## config.mk

```make
export PLATFORM = sky130hd
export DESIGN_NAME = dual_serial_port_bus_decode
export DESIGN_NICKNAME = d
export VERILOG_FILES = /design/src/design/dual_serial_pkg.sv /design/src/design/dual_serial_port_bus_decode.sv
export VERILOG_INCLUDE_DIRS = /design/src /design/src/design
export SDC_FILE = /design/constraint.sdc
export NUM_CORES = 1
export LEC_CHECK = 0
export BUFFER_PORTS_ARGS = -buffer_cell sky130_fd_sc_hd__buf_2
export CAP_MARGIN = 20
export CORE_AREA = 2 2 236 122
export DETAILED_ROUTE_END_ITERATION = 8
export DIE_AREA = 0 0 238 124
export HOLD_SLACK_MARGIN = 0.05
export SLEW_MARGIN = 20
export SYNTH_ARGS = -nofsm -noshare
export SYNTH_HDL_FRONTEND = slang
export SYNTH_SLANG_ARGS = --single-unit
```

## constraint.sdc

```tcl
create_clock -name MCLK_IN -period 4.1 [get_ports MCLK_IN]
set_input_delay 0.205 -clock MCLK_IN [delete_from_list [all_inputs] [get_ports MCLK_IN]]
set_output_delay 0.205 -clock MCLK_IN [all_outputs]
set_load 0.05 [all_outputs]
```

## src/design/dual_serial_cfg.svh

```systemverilog
/*
  Constants for the dual serial port bus decode block: channel offsets,
  address field positions, rate selection codes and divider counts.
  Assumes inclusion by bare name from the design file and the bench.
*/
`ifndef DUAL_SERIAL_CFG_SVH
`define DUAL_SERIAL_CFG_SVH

`define OFS_PORT0_CONTROL_STATUS 2'h0
`define OFS_PORT0_DATA 2'h1
`define OFS_PORT1_CONTROL_STATUS 2'h2
`define OFS_PORT1_DATA 2'h3
`define ADDR_CHAN_BIT 0
`define ADDR_PORT_BIT 1
`define ADDR_BLOCK_LSB 2
`define ADDR_BLOCK_MSB 7
`define STRAP_RESET 6'h00
`define RATE_SEL_RESET 3'h0
`define IRQ_MODE_RESET 2'h0
`define IRQ_ROUTE_RESET 2'h0
// Reference 2.4576 MHz divided down from the 50 MHz clock
`define CLK_HZ 50000000
`define REF_HZ 2457600
// Rate enable tick at 16x the bit rate, counts relative to 50 MHz
`define RATE_DIV_110 16'h6EF7
`define RATE_DIV_150 16'h515B
`define RATE_DIV_300 16'h28AE
`define RATE_DIV_1200 16'h0A2C
`define RATE_DIV_1800 16'h06C8
`define RATE_DIV_2400 16'h0516
`define RATE_DIV_4800 16'h028B
`define RATE_DIV_9600 16'h0146

`endif

```

## src/design/dual_serial_pkg.sv

```systemverilog
/*
  Types for the dual serial port bus decode block.
  Assumes dual_serial_cfg.svh supplies numeric constants.
*/
package dual_serial_pkg;
  typedef enum logic [1:0] {
    IRQ_NONE = 2'h0,
    IRQ_VECTORED = 2'h1,
    IRQ_SINGLE = 2'h2
  } irq_mode_e;

  typedef struct packed {
    logic sel0_ctl;
    logic sel0_dat;
    logic sel1_ctl;
    logic sel1_dat;
    logic rd;
    logic wr;
  } chan_sel_s;

  typedef struct packed {
    chan_sel_s sel;
    logic [7:0] rate_ticks;
    logic [15:0] div0;
    logic [15:0] div1;
    logic [15:0] div2;
    logic [15:0] div3;
    logic [15:0] div4;
    logic [15:0] div5;
    logic [15:0] div6;
    logic [15:0] div7;
    logic rate0;
    logic rate1;
    logic shared_irq;
    logic [7:0] vec_irq;
  } state_s;
endpackage

```

## src/design/dual_serial_port_bus_decode.sv

```systemverilog
/*
  Bus decode, rate clock routing and interrupt wiring for a two-port
  serial board on an 8-bit processor I/O bus.
  Assumes bus signals synchronous to MCLK_IN; serial cores sit outside
  and consume the channel selects and rate enables and drive the request inputs.
*/
`timescale 1ns/1ps
`include "dual_serial_cfg.svh"

// Operation
// - Block matches when A2..A7 each equal its polarity strap.
// - All straps true-line selects the block at octal 000-003.
// - Even address picks control channel, odd address picks data.
// - Lower address pair is port 0, upper pair is port 1.
// - Eight rate enables: 110 to 9600 baud from fixed division.
// - Port 0 and port 1 each get a dedicated rate output.
// - Each port selects any of the eight rates independently.
// - One interrupt mode at a time: vectored, single line, or none.
// - Separate request inputs for port 0 and port 1, each routable.
// - Single mode merges chosen requests onto the shared output.
module dual_serial_port_bus_decode (
  input wire logic MCLK_IN,
  input wire logic RST_N_IN,
  input wire logic [7:0] ADDR_IN,
  input wire logic IO_INPUT_STATUS_IN,
  input wire logic IO_OUTPUT_STATUS_IN,
  input wire logic [5:0] ADDRESS_POLARITY_STRAPS_IN,
  input wire logic [2:0] PORT0_RATE_SEL_IN,
  input wire logic [2:0] PORT1_RATE_SEL_IN,
  input wire logic [1:0] IRQ_MODE_IN,
  input wire logic [1:0] IRQ_ROUTE_IN,
  input wire logic [2:0] PORT0_VEC_LEVEL_IN,
  input wire logic [2:0] PORT1_VEC_LEVEL_IN,
  input wire logic PORT0_IRQ_REQUEST_IN,
  input wire logic PORT1_IRQ_REQUEST_IN,
  output logic PORT0_CONTROL_SEL_OUT,
  output logic PORT0_DATA_SEL_OUT,
  output logic PORT1_CONTROL_SEL_OUT,
  output logic PORT1_DATA_SEL_OUT,
  output logic CHAN_READ_OUT,
  output logic CHAN_WRITE_OUT,
  output logic PORT0_RATE_CLOCK_OUT,
  output logic PORT1_RATE_CLOCK_OUT,
  output logic SHARED_IRQ_OUTPUT_OUT,
  output logic [7:0] VECTOR_IRQ_OUT
);
  dual_serial_pkg::state_s st_reg;
  dual_serial_pkg::state_s st_next;
  logic io_cycle;
  logic block_hit;
  logic [1:0] offset;
  logic [15:0] lim [8];
  logic [15:0] cnt [8];
  logic [15:0] cnt_next [8];
  localparam int FAST_GAP = 32'(`RATE_DIV_9600);

  assign lim[0] = `RATE_DIV_110;
  assign lim[1] = `RATE_DIV_150;
  assign lim[2] = `RATE_DIV_300;
  assign lim[3] = `RATE_DIV_1200;
  assign lim[4] = `RATE_DIV_1800;
  assign lim[5] = `RATE_DIV_2400;
  assign lim[6] = `RATE_DIV_4800;
  assign lim[7] = `RATE_DIV_9600;
  assign cnt[0] = st_reg.div0;
  assign cnt[1] = st_reg.div1;
  assign cnt[2] = st_reg.div2;
  assign cnt[3] = st_reg.div3;
  assign cnt[4] = st_reg.div4;
  assign cnt[5] = st_reg.div5;
  assign cnt[6] = st_reg.div6;
  assign cnt[7] = st_reg.div7;

  // Memory cycles at a matching address must never touch a channel
  assign io_cycle = IO_INPUT_STATUS_IN | IO_OUTPUT_STATUS_IN;
  // Strap bit 0 picks the true line, so all-true straps give block zero
  assign block_hit = (ADDR_IN[`ADDR_BLOCK_MSB:`ADDR_BLOCK_LSB]
    == ADDRESS_POLARITY_STRAPS_IN) && io_cycle;
  assign offset = ADDR_IN[`ADDR_PORT_BIT:`ADDR_CHAN_BIT];

  always_comb
  begin
    st_next = st_reg;
    // Registered selects: cores see a clean level one cycle late
    st_next.sel.sel0_ctl = block_hit && (offset == `OFS_PORT0_CONTROL_STATUS);
    st_next.sel.sel0_dat = block_hit && (offset == `OFS_PORT0_DATA);
    st_next.sel.sel1_ctl = block_hit && (offset == `OFS_PORT1_CONTROL_STATUS);
    st_next.sel.sel1_dat = block_hit && (offset == `OFS_PORT1_DATA);
    st_next.sel.rd = block_hit && IO_INPUT_STATUS_IN;
    st_next.sel.wr = block_hit && IO_OUTPUT_STATUS_IN;
    // Free-running dividers, one shared time base
    for (int i = 0; i < 8; i++)
    begin
      if (cnt[i] >= lim[i] - 16'h0001)
      begin
        cnt_next[i] = 16'h0000;
        st_next.rate_ticks[i] = 1'b1;
      end
      else
      begin
        cnt_next[i] = cnt[i] + 16'h0001;
        st_next.rate_ticks[i] = 1'b0;
      end
    end
    st_next.div0 = cnt_next[0];
    st_next.div1 = cnt_next[1];
    st_next.div2 = cnt_next[2];
    st_next.div3 = cnt_next[3];
    st_next.div4 = cnt_next[4];
    st_next.div5 = cnt_next[5];
    st_next.div6 = cnt_next[6];
    st_next.div7 = cnt_next[7];
    // Independent rate routing per port
    // One-cycle enable, not a clock, so everything stays in one domain
    st_next.rate0 = st_reg.rate_ticks[PORT0_RATE_SEL_IN];
    st_next.rate1 = st_reg.rate_ticks[PORT1_RATE_SEL_IN];
    st_next.shared_irq = 1'b0;
    st_next.vec_irq = 8'h00;
    case (dual_serial_pkg::irq_mode_e'(IRQ_MODE_IN))
      dual_serial_pkg::IRQ_SINGLE:
      begin
        // Driving this line assumes no other board shares it
        st_next.shared_irq = (IRQ_ROUTE_IN[0] & PORT0_IRQ_REQUEST_IN)
          | (IRQ_ROUTE_IN[1] & PORT1_IRQ_REQUEST_IN);
      end
      dual_serial_pkg::IRQ_VECTORED:
      begin
        // Both ports on one level simply share that line
        if (IRQ_ROUTE_IN[0] && PORT0_IRQ_REQUEST_IN)
          st_next.vec_irq[PORT0_VEC_LEVEL_IN] = 1'b1;
        if (IRQ_ROUTE_IN[1] && PORT1_IRQ_REQUEST_IN)
          st_next.vec_irq[PORT1_VEC_LEVEL_IN] = 1'b1;
      end
      default:
      begin
        // Mode 3 behaves as no interrupt
        st_next.shared_irq = 1'b0;
      end
    endcase
  end

  always_ff @(posedge MCLK_IN or negedge RST_N_IN)
  begin
    if (!RST_N_IN)
      st_reg <= '0;
    else
      st_reg <= st_next;
  end

  assign PORT0_CONTROL_SEL_OUT = st_reg.sel.sel0_ctl;
  assign PORT0_DATA_SEL_OUT = st_reg.sel.sel0_dat;
  assign PORT1_CONTROL_SEL_OUT = st_reg.sel.sel1_ctl;
  assign PORT1_DATA_SEL_OUT = st_reg.sel.sel1_dat;
  assign CHAN_READ_OUT = st_reg.sel.rd;
  assign CHAN_WRITE_OUT = st_reg.sel.wr;
  assign PORT0_RATE_CLOCK_OUT = st_reg.rate0;
  assign PORT1_RATE_CLOCK_OUT = st_reg.rate1;
  assign SHARED_IRQ_OUTPUT_OUT = st_reg.shared_irq;
  assign VECTOR_IRQ_OUT = st_reg.vec_irq;

  // Decode checks: selects lag the bus by one cycle
  a_block_decode: assert property (@(posedge MCLK_IN) disable iff (!RST_N_IN)
    (io_cycle && ADDR_IN[7:2] != ADDRESS_POLARITY_STRAPS_IN) |=>
      !(PORT0_CONTROL_SEL_OUT | PORT0_DATA_SEL_OUT | PORT1_CONTROL_SEL_OUT | PORT1_DATA_SEL_OUT))
    else $error("Select outside configured block");
  a_zero_block: assert property (@(posedge MCLK_IN) disable iff (!RST_N_IN)
    (ADDRESS_POLARITY_STRAPS_IN == 6'h00 && IO_INPUT_STATUS_IN && ADDR_IN == 8'h00)
      |=> PORT0_CONTROL_SEL_OUT && CHAN_READ_OUT)
    else $error("Address zero not decoded");
  a_data_odd: assert property (@(posedge MCLK_IN) disable iff (!RST_N_IN)
    (block_hit && ADDR_IN[0]) |=> (PORT0_DATA_SEL_OUT | PORT1_DATA_SEL_OUT))
    else $error("Odd address missed data channel");
  a_port_one: assert property (@(posedge MCLK_IN) disable iff (!RST_N_IN)
    (block_hit && offset == 2'h2) |=> PORT1_CONTROL_SEL_OUT && !PORT0_CONTROL_SEL_OUT)
    else $error("Offset two not port 1 control");
  a_mem_ignored: assert property (@(posedge MCLK_IN) disable iff (!RST_N_IN)
    !io_cycle |=> !(CHAN_READ_OUT | CHAN_WRITE_OUT | PORT0_DATA_SEL_OUT))
    else $error("Memory cycle selected a channel");
  a_port_top: assert property (@(posedge MCLK_IN) disable iff (!RST_N_IN)
    (block_hit && offset == 2'h3) |=> PORT1_DATA_SEL_OUT && !PORT0_DATA_SEL_OUT)
    else $error("Offset three not port 1 data");
  a_port_zero: assert property (@(posedge MCLK_IN) disable iff (!RST_N_IN)
    (block_hit && !ADDR_IN[1]) |=> !(PORT1_CONTROL_SEL_OUT | PORT1_DATA_SEL_OUT))
    else $error("Lower pair reached port 1");
  a_ctl_even: assert property (@(posedge MCLK_IN) disable iff (!RST_N_IN)
    (block_hit && !ADDR_IN[0]) |=> (PORT0_CONTROL_SEL_OUT | PORT1_CONTROL_SEL_OUT))
    else $error("Even address missed control channel");
  a_one_select: assert property (@(posedge MCLK_IN) disable iff (!RST_N_IN)
    $onehot0({PORT0_CONTROL_SEL_OUT, PORT0_DATA_SEL_OUT, PORT1_CONTROL_SEL_OUT,
      PORT1_DATA_SEL_OUT}))
    else $error("More than one channel selected");

  // Rate routing checks
  a_rate_route: assert property (@(posedge MCLK_IN) disable iff (!RST_N_IN)
    st_reg.rate_ticks[PORT0_RATE_SEL_IN] |=> PORT0_RATE_CLOCK_OUT)
    else $error("Port 0 rate not from chosen tick");
  a_port1_rate: assert property (@(posedge MCLK_IN) disable iff (!RST_N_IN)
    !st_reg.rate_ticks[PORT1_RATE_SEL_IN] |=> !PORT1_RATE_CLOCK_OUT)
    else $error("Port 1 rate pulse without chosen tick");
  a_fast_period: assert property (@(posedge MCLK_IN) disable iff (!RST_N_IN)
    st_reg.rate_ticks[7] |=> (!st_reg.rate_ticks[7]) [*8])
    else $error("9600 tick too frequent");
  // Upper bound on the fastest period; the check above gives the lower one
  a_tick_return: assert property (@(posedge MCLK_IN) disable iff (!RST_N_IN)
    st_reg.rate_ticks[7] |-> ##[1:FAST_GAP] st_reg.rate_ticks[7])
    else $error("9600 tick overdue");

  // Interrupt wiring checks
  a_irq_merge: assert property (@(posedge MCLK_IN) disable iff (!RST_N_IN)
    (IRQ_MODE_IN == 2'h2 && IRQ_ROUTE_IN[1] && PORT1_IRQ_REQUEST_IN) |=> SHARED_IRQ_OUTPUT_OUT)
    else $error("Port 1 request not merged");
  a_single_zero: assert property (@(posedge MCLK_IN) disable iff (!RST_N_IN)
    (IRQ_MODE_IN == 2'h2 && IRQ_ROUTE_IN[0] && PORT0_IRQ_REQUEST_IN) |=> SHARED_IRQ_OUTPUT_OUT)
    else $error("Port 0 request not merged");
  a_irq_none: assert property (@(posedge MCLK_IN) disable iff (!RST_N_IN)
    (IRQ_MODE_IN != 2'h2) |=> !SHARED_IRQ_OUTPUT_OUT)
    else $error("Shared request outside single mode");
  a_vec_level: assert property (@(posedge MCLK_IN) disable iff (!RST_N_IN)
    (IRQ_MODE_IN == 2'h1 && IRQ_ROUTE_IN[0] && PORT0_IRQ_REQUEST_IN)
      |=> VECTOR_IRQ_OUT[$past(PORT0_VEC_LEVEL_IN)])
    else $error("Port 0 request missing at its level");
  a_vec_quiet: assert property (@(posedge MCLK_IN) disable iff (!RST_N_IN)
    (IRQ_MODE_IN != 2'h1) |=> (VECTOR_IRQ_OUT == 8'h00))
    else $error("Vector request outside vectored mode");
endmodule // dual_serial_port_bus_decode

```

## Yosys cells after proc, flatten, opt, wreduce, memory -nomap -nowiden

Cells that the tools add are included.

| storage, ports and cells | value |
|---|---|
| bits of input ports | 36 |
| bits in registers | 153 |
| word-level logic and storage cells | 93 |

| cells by class | value |
|---|---|
| reduce and logical (&&, ||, !) cells | 12 |
| $lt $le $gt $ge | 14 |
| bitwise logic cells | 5 |
| multiplexer cells | 29 |
| equality and inequality tests | 6 |
| $add $sub $neg | 8 |

Operator list:

| kind | number |
|---|---|
| $add 16x1->16 const B | 8 |
| $mux 16 | 8 |
| $ge 16x11->1 const B | 2 |
| $ge 16x15->1 const B | 2 |
| $mux 8 | 4 |
| $ge 16x10->1 const B | 1 |
| $ge 16x12->1 const B | 1 |
| $ge 16x14->1 const B | 1 |
| $ge 16x9->1 const B | 1 |
| $lt 3x4->1 const B | 4 |
| $mux 1 | 13 |
| $logic_and 1x1->1 | 11 |
| $or 8x8->8 | 1 |
| $bmux 1 s3 | 2 |
| $demux 1 s3 | 2 |
| $eq 2x2->1 const B | 3 |
| $eq 6x6->1 | 1 |
| $ge 3x1->1 const B | 2 |
| $eq 2x1->1 const B | 2 |
| $and 1x1->1 | 2 |
| $logic_not 2->1 | 1 |
| $or 1x1->1 | 2 |

## Logic depth before layout (Yosys ltp)

| depth | value |
|---|---|
| depth after elaboration | 9 |
| gate-level depth with buffers | 7 |

## Least setup slack after synthesis

OpenSTA, ideal clock, no wires.

| timing | value |
|---|---|
| path kind | register to register |
| from | register st_reg, in the netlist cnt[96] |
| to | register st_reg, in the netlist cnt[109] |
| data arrival time | 1.625 ns |
| path slack | 2.404 ns |
| buffers on the path | 1 |
| cell stages (with the launch flop) | 8 |
| data required time | 4.029 ns |
| clock period less this slack | 1.696 ns |
| cells stage by stage | dfrtp_1 inv_1 ha_1 or3_1 a221oi_2 o211ai_2 buf_6 nor2_1 |

RTL lines:

| item | RTL line | RTL |
|---|---|---|
| from (decl) | dual_serial_port_bus_decode.sv:47 | `dual_serial_pkg::state_s st_reg;` |
| from (signal assigned) | dual_serial_port_bus_decode.sv:147 | `st_reg <= st_next;` |

==> metrics.md <==
| Metric | Value |
|---|---|
| Run status | `finished, final reports clean` |
| Drt first pass iters | `4` |
| Final core utilization | `30.2%` |
| Max FFs per register | `128` |
| Combinational fraction of design power | `between 3 and 4%` |
| Buf+Inv Stages, Crit Path | `0` |
| Finished Layout Cells | `around 1.1k` |
| Hold Crit Class | `in2reg` |
| Setup Skew | `0.00534 ns` |
| Clk pin slew, worst setup/hold paths | `0.06 ns` |
| First-pass GRT wire length | `21.6 mm` |
| Sequential group share of total power | `46.3%` |
| Post-synth EDFFs | `0` |
| Mapped Area | `6770 sq um` |
| Final min period | `2.13 ns` |
| Worst Hold Endpoint | `PORT1_RATE_CLOCK_OUT` |
| Cells after Synth | `between 600 and 700` |
| Worst EP required | `4.43 ns` |
| Share of the synthesized area in the top cell type | `56.5%` |
| FF-to-FF End | `cnt[3]` |
| Worst vdd ir | `roughly 0.31 mV` |
| Die area | `29500 sq um` |
| Most area-hungry cell type in the Yosys netlist | `dfrtp_1` |
| Clock root buffer | `clkbuf_16` |
| TritonCTS buffer count | `17` |
| Total of max-cap violations | `0` |
| Switching share of power | `21.5%` |
| RD Place Congestion | `0.799` |
| Avg Cell Area, Syn | `10.8 sq um` |
| Fin Hold WS | `~0.063 ns` |
| DRT iter0 DRCs | `around 270` |
| Fillers | `2810` |
| Cell depth of the worst flop-to-flop path | `5` |
| Detailed-route wire length per cell | `11.2 um` |
| Worst slew pin tran | `roughly 1 ns` |
| DRC viols | `0` |
| Initial Util | `24.8%` |
| Num rows | `43` |
| FF-to-FF setup slack | `1.97 ns` |
| Worst r2r src | `cnt[0]` |
| Hold violation count in the final report | `0` |
| N_diodes | `0` |
| Min-delay src | `PORT1_RATE_SEL_IN[2]` |
| Worst path cell trace | `ha_1 > nand2b_1 > a2111oi_0 > o21bai_1 > a211oi_1` |
| Slowest CP cell | `a2111oi_0` |
| CTS max path bufs | `2` |
| Hold Path Cell Cnt | `2` |
| P_sw | `0.000720 W` |
| CTS H-tree lvls | `4` |
| Pre-CTS WS | `between 1.5 and 2 ns` |
| Average vias per placed instance | `4.08` |
| Largest stage delay, worst path | `0.55 ns` |
| Grt ovf | `0` |
| Clock sink count | `153` |
| Main synth FF type | `dfrtp_1` |
| Vias | `~4.5k` |
| Leak pwr | `3.40 nW` |
| I/O Buffers | `52` |
| Crit path max-delay family | `compound AO/OA/AOI/OAI gates` |
| Worst setup path start | `cnt[0]` |
| Setup TNS | `0 ns` |
| Core area | `between 20000 and 30000 sq um` |
| Critical Path End Type | `flip-flop` |
| CTS tree | `done` |
| Synth unique cells | `between 50 and 60` |
| Fin crit share | `between 50% and 60%` |
| Dpl hpwl | `~8.3 mm` |
| Initial antenna violation count | `0` |
| Worst setup SP type | `flip-flop` |
| Placed cell count | `1057` |
| Relative slew slack | `33.5%` |
| Yosys warns | `0` |
| WL final | `12.4 mm` |
| Number of synthesized register bits | `about 150` |
| Nets | `a little under 800` |
| Largest net degree at the start of global routing | `98` |
| Die height | `124 um` |
| Crit path setup slack, layout | `1.97 ns` |
| Crit path arrival time | `~2.5 ns` |
| Clk_lat worst skew | `0.43 ns` |
| Clock power share | `49.8%` |
| Critical-path maximum fanout | `10` |
| Setup Viol. Count Final | `0` |
| Top cells by area, synth | `dfrtp_1, xnor2_1, nor2_1, ha_1, xor2_1` |
| Setup bufs post-CTS | `0` |
| Final antenna-violating net count | `0` |
| Slew Limit Fails | `0` |
| Asr flop ratio synth | `100%` |
| Crit path kind | `reg2reg` |
| Area Overhead vs Synth | `22.1%` |
| DIE WIDTH | `238 um` |
| Power density over cell area | `around 410 nW/um^2` |
| Internal power | `0.00264 W` |
| Overall routing resource usage | `9.31%` |
| Unrepaired setup endpoints after global routing | `no` |
| Share of layout cells above drive strength 1 | `13.2%` |
| Upper clock frequency limit | `470 MHz` |
| IO Pins | `53` |
| Sequential share of the synthesized area | `56.5%` |
| Number of global-route vias before repair | `4287` |
[timing repair]
action | in CTS | in global routing
gates resized for setup | 0 | 0
hold endpoints to repair | 103 | 0
hold buffers | 11 | 0
[worst max path at each step]
| stage | end | slack (ns) | cells past startpoint |
|---|---|---|---|
| floorplan | cnt[109] | 2.40 | 7 |
| global placement | cnt[86] | 2.09 | 6 |
| detailed placement | cnt[88] | 1.97 | 6 |
| CTS | cnt[89] | 1.95 | 6 |
| global route | cnt[7] | 1.77 | 6 |
| finish | cnt[3] | 1.97 | 5 |
[power groups by stage]
stage | clock network [W] | registers, W | logic (W)
after detailed placement | 0 | 0.00158 | 0.000128
after global placement | 0 | 0.00158 | 0.000127
final | 0.00167 | 0.00155 | 0.000132
after global routing | 0.00179 | 0.00156 | 0.000155
after CTS | 0.00172 | 0.00155 | 0.000136
after floorplan | 0 | 0.00158 | 0.0000553
[cells in the mapped netlist, drive strengths merged, types with 5 or more instances]
library cell	instances
nand2	31
nand2b	6
nor3	24
ha	17
a211oi	10
xnor2	58
nor4	16
o21ai	5
inv	29
xor2	23
buf	14
nand3	33
a21oi	8
a31oi	12
nand4	17
nor2	116
and3	7
dfrtp	153
[layer usage]
metal / up-vias / track usage (%) / wire [um]
li1: 2324 / - / -
met1: 2104 / 13.6 / 6940
met2: 51 / 12.6 / 4850
met3: 16 / 2.75 / 426
met4: 0 / 3.87 / 145
met5: - / 0 / 0
[worst register-to-register path, stage by stage (launching register included)]
cell	delay [ns]
dfrtp_1	0.46
ha_1	0.22
nand2b_1	0.13
a2111oi_0	0.55
o21bai_1	0.36
a211oi_1	0.32
[cells in the final DEF (no fill, tap or decap), types with 11 or more instances in the layout]
| cell type | count |
|---|---|
| ha_1 | 17 |
| nand4_1 | 17 |
| nand3_1 | 32 |
| conb_1 | 31 |
| xor2_1 | 23 |
| nand2_1 | 31 |
| nor4_1 | 16 |
| dlygate4sd3_1 | 11 |
| nor3_1 | 24 |
| inv_1 | 29 |
| dfrtp_1 | 153 |
| xnor2_1 | 58 |
| buf_2 | 51 |
| clkbuf_16 | 17 |
| nor2_1 | 116 |
| a31oi_1 | 12 |
[cell type report]
cell class / count / area [sq um] / share of cell area (%)
Timing Repair Buffer: 68 / 414 / 5.01
Clock inverter: 10 / 166 / 2.01
Multi-Input combinational cell: 459 / 2830 / 34.3
Clock buffer: 22 / 464 / 5.62
Inverter: 29 / 109 / 1.32
Sequential cell: 153 / 3830 / 46.3
Tap cell: 360 / 450 / 5.45
[through the flow]
step	power, W	instance area [sq um]
4_1_cts	0.00341	8260
2_1_floorplan	0.00164	6890
3_3_place_gp	0.00171	7520
5_1_grt	0.00350	8270
6_report	0.00336	8270
3_5_place_dp	0.00171	7520
[cell families after synthesis]
| kind of cell | count (synthesis) | synth area share (%) |
|---|---|---|
| AO/OA/AOI/OAI | 55 | 5.89 |
| AND/OR/NAND/NOR | 269 | 19.0 |
| other | 1 | 0.0554 |
| buffers and inverters | 47 | 3.29 |
| adder cells (fa/ha/maj) | 17 | 3.14 |
| XOR/XNOR | 81 | 10.5 |
| flip-flops | 153 | 56.5 |
| multiplexers | 6 | 1.66 |
Power figures use the tool's default switching activity.
